[src/core/sensor_param_regs.svh]
// Bit positions, codes and reset values of the sensor parameter word
`ifndef SENSOR_PARAM_REGS_SVH
`define SENSOR_PARAM_REGS_SVH

// ==========================================
// Word geometry
`define PARAM_WORD_W      16
`define PARAM_RESET       16'h0000
`define PARAM_FULL_RES    16'h823E

// ==========================================
// Field positions
`define BIT_ARRAY_PWR     1
`define BIT_AMP4_PWR      2
`define BIT_AMP1_PWR      5
`define BIT_COL_LO        6
`define BIT_COL_HI        8
`define BIT_ROW_LO        9
`define BIT_ROW_HI        11
`define BIT_XBAR_INIT     12
`define BIT_XBAR_TOGGLE   13
`define BIT_ARRAY_PWR2    15

// ==========================================
// Subsampling codes
`define COL_CODE_S4K20    3'h3
`define COL_CODE_S4K4     3'h4
`define COL_CODE_S4K8     3'h5
`define ROW_CODE_FULL     3'h1

// ==========================================
// Synchroniser warm-up: cycles before edges count
`define WARM_DONE         2'h3

`endif

[src/core/sensor_param_pkg.sv]
// Types shared by the sensor parameter register
package sensor_param_pkg;

  // ==========================================
  // Column subsampling modes
  typedef enum logic [1:0] {
    COL_FULL,
    COL_S4K20,
    COL_S4K4,
    COL_S4K8
  } col_mode_t;

  // ==========================================
  // Pins from outside the clock domain
  typedef struct packed {
    logic sclk;
    logic sdata;
    logic cs_n;
    logic row_clk;
    logic row_sync_n;
  } pin_t;

  // Source bus index (0 = bus 1) for each output amplifier
  typedef struct packed {
    logic [1:0] out4;
    logic [1:0] out3;
    logic [1:0] out2;
    logic [1:0] out1;
  } route_t;

  // ==========================================
  // Whole state of the register block
  typedef struct packed {
    pin_t        s1;
    pin_t        s2;
    pin_t        s3;
    logic [1:0]  warm;
    logic [15:0] shift;
    logic [15:0] param;
    logic        loaded;
    logic        xbar;
    logic        array_pwr;
    logic [3:0]  amp_pwr;
    col_mode_t   col_mode;
    logic [2:0]  row_code;
    logic        row_full;
    route_t      route;
  } state_t;

endpackage : sensor_param_pkg

[src/core/sensor_serial_param_register.sv]
// Serial-loaded sensor parameter register with output crossbar control
//
// What this block does
// - Sample serial data at each rising serial clock; first bit lands in bit 0.
// - Controller sets data before the clock edge; device shifts it in then.
// - Rising chip select copies the shifted word to the parameter register.
// - The word is sixteen bits; all are shifted before chip select rises.
// - Register content is undefined after power-up until a word is loaded; here reset loads 16'h0000.
// - Bit 1 powers the pixel array on when one, down when zero.
// - Bits 2 to 5 power amplifiers 4, 3, 2, 1 individually.
// - Bits 6 to 8 pick column subsampling; 011, 100, 101 skip modes.
// - Bits 9 to 11 pick row subsampling; 001 is full resolution.
// - Bit 12 is the crossbar initial value, loaded on the row sync.
// - Crossbar at 0 maps bus 1,2 to out 1,2; at 1 swapped.
// - Bit 13 set toggles the crossbar bit on each rising row clock edge with row sync high.
// - Bit 15 must also be one for the pixel array to power on, alongside bit 1.
// - Low row sync at a row clock rising edge loads the crossbar from bit 12.
`include "sensor_param_regs.svh"

module sensor_serial_param_register (
  // Clock and reset
  input  wire logic                       ref_clk,
  input  wire logic                       resetn,
  // Serial parameter link
  input  wire logic                       ser_clk,
  input  wire logic                       ser_data,
  input  wire logic                       ser_cs_n,
  // Switchboard row timing
  input  wire logic                       row_clk,
  input  wire logic                       row_sync_n,
  // Power controls
  output logic                            array_power_on,
  output logic [3:0]                      amp_power_on,
  // Subsampling controls
  output sensor_param_pkg::col_mode_t     col_mode,
  output logic [2:0]                      row_mode_code,
  output logic                            row_full_res,
  // Crossbar
  output logic                            crossbar_sel,
  output sensor_param_pkg::route_t        out_route,
  // Register view
  output logic [`PARAM_WORD_W-1:0]        param_word,
  output logic                            param_valid
);

  // ==========================================
  // State
  sensor_param_pkg::state_t st_r;
  sensor_param_pkg::state_t st_nxt;
  sensor_param_pkg::pin_t   pins;

  logic       armed;
  logic       sclk_rise;
  logic       cs_rise;
  logic       row_rise;
  logic [3:0] amp_map;
  logic [15:0] param_nxt;

  // Pin bundle into the first synchroniser stage
  assign pins = '{sclk:       ser_clk,
                  sdata:      ser_data,
                  cs_n:       ser_cs_n,
                  row_clk:    row_clk,
                  row_sync_n: row_sync_n};

  // ==========================================
  // Edge finding on the second and third stages
  // Edges are held off until the stages hold real pin levels,
  // otherwise a pin idling high would fake a rising edge.
  assign armed     = (st_r.warm == `WARM_DONE);
  assign sclk_rise = armed & st_r.s2.sclk & ~st_r.s3.sclk;
  assign cs_rise   = armed & st_r.s2.cs_n & ~st_r.s3.cs_n;
  assign row_rise  = armed & st_r.s2.row_clk & ~st_r.s3.row_clk;

  // ==========================================
  // Word as it stands after this edge; amplifier enables decode from here, not from
  // st_nxt, so the enables form no loop through the next-state block
  assign param_nxt = cs_rise ? st_r.shift : st_r.param;

  // ==========================================
  // Amplifier enables; bit order runs opposite to amp number
  for (genvar i = 0; i < 4; i++) begin : g_amp
    assign amp_map[i] = param_nxt[`BIT_AMP1_PWR - i];
  end

  // ==========================================
  // Next state
  always_comb begin
    st_nxt    = st_r;
    st_nxt.s1 = pins;
    st_nxt.s2 = st_r.s1;
    st_nxt.s3 = st_r.s2;
    if (!armed) begin
      st_nxt.warm = st_r.warm + 2'h1;
    end

    // Data is taken from the same stage as the clock edge, so both
    // see the same two-cycle delay and setup at the pins carries over
    if (sclk_rise) begin
      st_nxt.shift = {st_r.s2.sdata, st_r.shift[15:1]};
    end

    // Settings change only here; a late clock edge in the same cycle
    // is not part of the loaded word
    if (cs_rise) begin
      st_nxt.param  = st_r.shift;
      st_nxt.loaded = 1'b1;
    end

    // Switchboard: sync wins over toggle
    if (row_rise) begin
      if (!st_r.s2.row_sync_n) begin
        st_nxt.xbar = st_r.param[`BIT_XBAR_INIT];
      end else if (st_r.param[`BIT_XBAR_TOGGLE]) begin
        st_nxt.xbar = ~st_r.xbar;
      end
    end

    // Decoded controls follow the new word in the same edge
    st_nxt.array_pwr = st_nxt.param[`BIT_ARRAY_PWR]
                     & st_nxt.param[`BIT_ARRAY_PWR2];
    st_nxt.amp_pwr   = amp_map;

    // Codes 000, 001, 010, 110 and 111 all read as full resolution
    unique case (st_nxt.param[`BIT_COL_HI:`BIT_COL_LO])
      `COL_CODE_S4K20: st_nxt.col_mode = sensor_param_pkg::COL_S4K20;
      `COL_CODE_S4K4:  st_nxt.col_mode = sensor_param_pkg::COL_S4K4;
      `COL_CODE_S4K8:  st_nxt.col_mode = sensor_param_pkg::COL_S4K8;
      default:         st_nxt.col_mode = sensor_param_pkg::COL_FULL;
    endcase

    // Row patterns other than full are passed on raw
    st_nxt.row_code = st_nxt.param[`BIT_ROW_HI:`BIT_ROW_LO];
    st_nxt.row_full = (st_nxt.row_code == `ROW_CODE_FULL);

    // Crossbar swaps buses 1 and 2 only; 3 and 4 stay fixed
    st_nxt.route.out1 = st_nxt.xbar ? 2'h1 : 2'h0;
    st_nxt.route.out2 = st_nxt.xbar ? 2'h0 : 2'h1;
    st_nxt.route.out3 = 2'h2;
    st_nxt.route.out4 = 2'h3;

    // The word has no meaningful reset value; zero keeps every
    // amplifier and the array powered down until the first load
    if (!resetn) begin
      st_nxt          = '0;
      st_nxt.param    = `PARAM_RESET;
      st_nxt.route    = '{out4: 2'h3, out3: 2'h2, out2: 2'h1, out1: 2'h0};
      st_nxt.col_mode = sensor_param_pkg::COL_FULL;
    end
  end

  // ==========================================
  // Single state register
  always_ff @(posedge ref_clk) begin
    st_r <= st_nxt;
  end

  // ==========================================
  // Outputs straight from the state register
  assign array_power_on = st_r.array_pwr;
  assign amp_power_on   = st_r.amp_pwr;
  assign col_mode       = st_r.col_mode;
  assign row_mode_code  = st_r.row_code;
  assign row_full_res   = st_r.row_full;
  assign crossbar_sel   = st_r.xbar;
  assign out_route      = st_r.route;
  assign param_word     = st_r.param;
  assign param_valid    = st_r.loaded;
endmodule : sensor_serial_param_register

[config.mk]
export PLATFORM = sky130hd
export DESIGN_NAME = sensor_serial_param_register
export DESIGN_NICKNAME = d
export VERILOG_FILES = /design/src/core/sensor_param_pkg.sv /design/src/core/sensor_serial_param_register.sv
export VERILOG_INCLUDE_DIRS = /design/src /design/src/core
export SDC_FILE = /design/constraint.sdc
export NUM_CORES = 1
export LEC_CHECK = 0
export ABC_AREA = 1
export BUFFER_PORTS_ARGS = -buffer_cell sky130_fd_sc_hd__buf_2
export CORE_MARGIN = 5
export CORE_UTILIZATION = 55
export CTS_CLUSTER_DIAMETER = 60
export CTS_CLUSTER_SIZE = 16
export DETAILED_ROUTE_END_ITERATION = 16
export PLACE_DENSITY = 0.79
export SYNTH_ARGS = -nofsm -noshare
export SYNTH_HDL_FRONTEND = slang
export SYNTH_SLANG_ARGS = --single-unit
[constraint.sdc]
create_clock -name ref_clk -period 3.35 [get_ports ref_clk]
set_input_delay 0.335 -clock ref_clk [delete_from_list [all_inputs] [get_ports ref_clk]]
set_output_delay 0.335 -clock ref_clk [all_outputs]
set_load 0.005 [all_outputs]
==> insert_results.sql <==
INSERT INTO impl_metrics (metric_group, metric, value, unit) VALUES
('status', 'status', 'completed', ''),
('yosys', 'synth_cell_types', '26', ''),
('critical_path', 'crit_type', 'flop to flop', ''),
('drt', 'wl_per_cell', '10.2', 'um'),
('floorplanning', 'fp.dieH', '74.3', 'um'),
('yosys', 'ys_seq_area_share', '51.1', '%'),
('yosys', 'netlist_area', '2270', 'sq um'),
('clock_tree', 'cts.reportedPaths.clkPinSlew', '0.06', 'ns'),
('yosys', 'syn-instance-count', '270', ''),
('sta', 'hold_viol', '0', ''),
('placed_design', 'hpwlAfterDp', '2310', 'um'),
('clock_tree', 'sink_count', '58', ''),
('grt', 'first_pass_grt_wire_length', '5820', 'um'),
('power_and_ir_drop', 'pwr_density_cell', '574', 'nW/um^2'),
('critical_path', 'crit_path_frequent_cell', 'nand2_1', ''),
('sta', 'slew_violations', '0', ''),
('grt', 'grt-ovfl-total', '0', ''),
('sta', 'achievable-frequency', '546', 'MHz'),
('clock_tree', 'postCtsResizedCells', '0', ''),
('sta', 'fin_setup_tns', '0', 'ns'),
('drt', 'vias', '1510', ''),
('grt', 'global_route.usage.met2', '21.0', '%'),
('drt', 'drc', '0', ''),
('sta', 'slew_headroom', '57.5', '%'),
('critical_path', 'max_incr_delay_on_cp', '0.44', 'ns'),
('placed_design', 'dp_slack', '1.51', 'ns'),
('placed_design', 'placement.io_buffers', '37', ''),
('floorplanning', 'pin_count', '44', ''),
('critical_path', 'critPathLaunchType', 'flop', ''),
('critical_path', 'cp.arrival', '2.05', 'ns'),
('floorplanning', 'core_area', '4000', 'sq um'),
('clock_tree', 'postCtsHoldBufs', '0', ''),
('power_and_ir_drop', 'max-vdd-ir-drop', '0.445', 'mV'),
('floorplanning', 'fp-row-count', '23', ''),
('floorplanning', 'fp.dieArea', '5520', 'sq um'),
('finish', 'utilization', '59.9', '%'),
('drt', 'antenna_violating_nets_post_route', '0', ''),
('finish', 'proportion_of_layout_cells_with_a_drive_suffix_above_1', '22.9', '%'),
('finish', 'area_added_between_synthesis_and_finish', '5.45', '%'),
('power_and_ir_drop', 'static-leakage-power', '0.00128', 'uW'),
('critical_path', 'combined_buffer_and_inverter_count_along_the_critical_path', '0', ''),
('yosys', 'synth.ff_latch_count', '58', ''),
('clock_tree', 'cts_tree', 'yes', ''),
('clock_tree', 'clk_latency', '0.32', 'ns'),
('yosys', 'yosysWarningCount', '0', ''),
('drt', 'vias_per_cell', '4.52', ''),
('drt', 'detailedRoute.firstIterationViolations', '130', ''),
('sta', 'worst_pin_slew', '0.637', 'ns'),
('clock_tree', 'clock_tree.buffer_depth', '2', ''),
('sta', 'clock_skew', '0.00763', 'ns'),
('finish', 'finalNetCount', '287', ''),
('grt', 'grt_antenna_before_repair', '0', ''),
('sta', 'min_period_over_period', '54.7', '%'),
('critical_path', 'max_fanout_on_critical_path', '11', ''),
('critical_path', 'cp-end-kind', 'flop', ''),
('run', 'count_of_max_cap_constraint_violations', '0', ''),
('critical_path', 'path_delay_family', 'simple AND/OR/NAND/NOR gates', ''),
('grt', 'busiest_layer', 'met2', ''),
('finish', 'insertedDiodeCount', '0', ''),
('grt', 'grt_start_max_net_pins', '44', ''),
('clock_tree', 'post_cts_buffers', '0', ''),
('floorplanning', 'floorplan.initialDensity', '56.8', '%'),
('grt', 'global_route.usage.met1', '17.3', '%'),
('sta', 'final_critical_path_setup_slack', '1.52', 'ns'),
('sta', 'unrepaired_setup_endpoints_after_global_routing', 'no', ''),
('placed_design', 'gp_routability_congestion', '0.754', ''),
('drt', 'detail_route.wirelength', '3400', 'um'),
('critical_path', 'worst-r2r-setup-slack', '1.52', 'ns'),
('critical_path', 'required', '3.56', 'ns'),
('sta', 'final.min_clock_period', '1.83', 'ns'),
('clock_tree', 'cts_root_buf', 'clkbuf_8', ''),
('yosys', 'postSynthAreaPerCell', '8.42', 'sq um'),
('worst_hold_path', 'hold_class', 'primary input to flop', ''),
('grt', 'first_global_vias', '1365', ''),
('grt', 'globalRouteMet3Util', '6.89', '%'),
('critical_path', 'worst_path_max_delay_cell', 'nor2_2', ''),
('floorplanning', 'die_w', '74.3', 'um'),
('drt', 'detailedRoute.firstPassIterationCount', '4', ''),
('sta', 'setup_viol', '0', ''),
('clock_tree', 'ctsHtreeMaxLevel', '3', ''),
('critical_path', 'crit_chain', 'ha_1 > nand2_1 > nor2_2 > nand2_1 > nand2_1 > nor2_1 > and2_2', ''),
('grt', 'groute.usage.overall', '14.2', '%'),
('clock_tree', 'numCtsBuffers', '9', '');
[cells by family after synthesis]
group	after synthesis	share of synthesized area (%)
compound gates	36	8.09
fa+ha+maj	1	0.551
xor+xnor	1	0.386
buf+inv	75	19.4
other cells	2	0.331
flops	58	51.1
simple gates	97	20.1
[metrics by stage]
| step | std cells | hold WS [ns] | power (uW) | instance area (sq um) |
|---|---|---|---|---|
| after floorplan | 274 | 0.390 | 816 | 2290 |
| after global placement | 318 | 0.392 | 816 | 2210 |
| after detailed placement | 318 | 0.401 | 820 | 2210 |
| after CTS | 334 | 0.173 | 1390 | 2400 |
| after global routing | 334 | 0.170 | 1450 | 2400 |
| final | 334 | 0.189 | 1380 | 2400 |
[report_power, final]
group | internal, uW | total (uW) | switching, uW
logic | 28.5 | 74.8 | 46.3
registers | 715 | 728 | 12.9
clock network | 327 | 573 | 246
[final timing paths]
| kind | startpoint | endpoint | cells past startpoint |
|---|---|---|---|
| min reg2reg | st_r[68] | st_r[63] | 2 |
| max | st_r[53] | col_mode[1] | 7 |
| max reg2reg | st_r[53] | col_mode[1] | 7 |
| min | ser_clk | st_r[69] | 3 |
[synthesized netlist by cell type, drive strengths merged]
library cell	instances	area share [%]
o21ai	29	6.6
inv	32	5.3
a21oi	7	1.5
ha	1	0.55
nand3b	1	0.33
clkbuf	3	0.50
nand3	4	1.4
dfxtp	58	51
buf	40	14
nand2	35	7.2
nor3	1	0.44
xor2	1	0.39
conb	2	0.33
nor2	55	10
and2	1	0.33
[sequential cells by signal, indices dropped and copies added (netlist names)]
| register | cells |
|---|---|
| array_power_on | 1 |
| row_full_res | 1 |
| param_valid | 1 |
| param_word | 16 |
| amp_power_on | 4 |
| st_r | 31 |
| out_route | 1 |
| col_mode | 2 |
| crossbar_sel | 1 |
[area by class of cell]
cell class                      count  area (sq um)
Timing Repair Buffer               37           185
Clock inverter                      2          10.0
Clock buffer                       14           173
Multi-Input combinational cell    141           684
Fill cell                         368          1600
Inverter                           32           120
Tap cell                           50          62.6
Sequential cell                    58          1160
[layer usage]
layer / routed length, um / up-vias
met1: 1550 / 668
met3: 308 / 4
met4: 36 / 0
met2: 1500 / 41
met5: 0 / -
li1: - / 797
[cell usage in the layout, fill, tap and decap left out, types with 2 or more instances in the layout]
cell      Yosys  final
a21oi_1       7      7
o21ai_1       2      2
nor2_1       51     51
nand2_4       4      4
dfxtp_1      58     58
nor2_2        2      2
nand2_1      30     30
o21ai_0      26     26
inv_1        31     31
nand3_1       3      3
clkinv_2      0      2
clkbuf_1      3      2
buf_2         2     37
clkbuf_8      0     12
conb_1        2      6
[worst reg2reg max path, cell delays in order, from the launching register on]
cell and delay [ns]:
dfxtp_1 0.35, ha_1 0.37, nand2_1 0.11, nor2_2 0.44, nand2_1 0.10, nand2_1 0.13, nor2_1 0.06, and2_2 0.17
(Power assumes the default switching activity.)
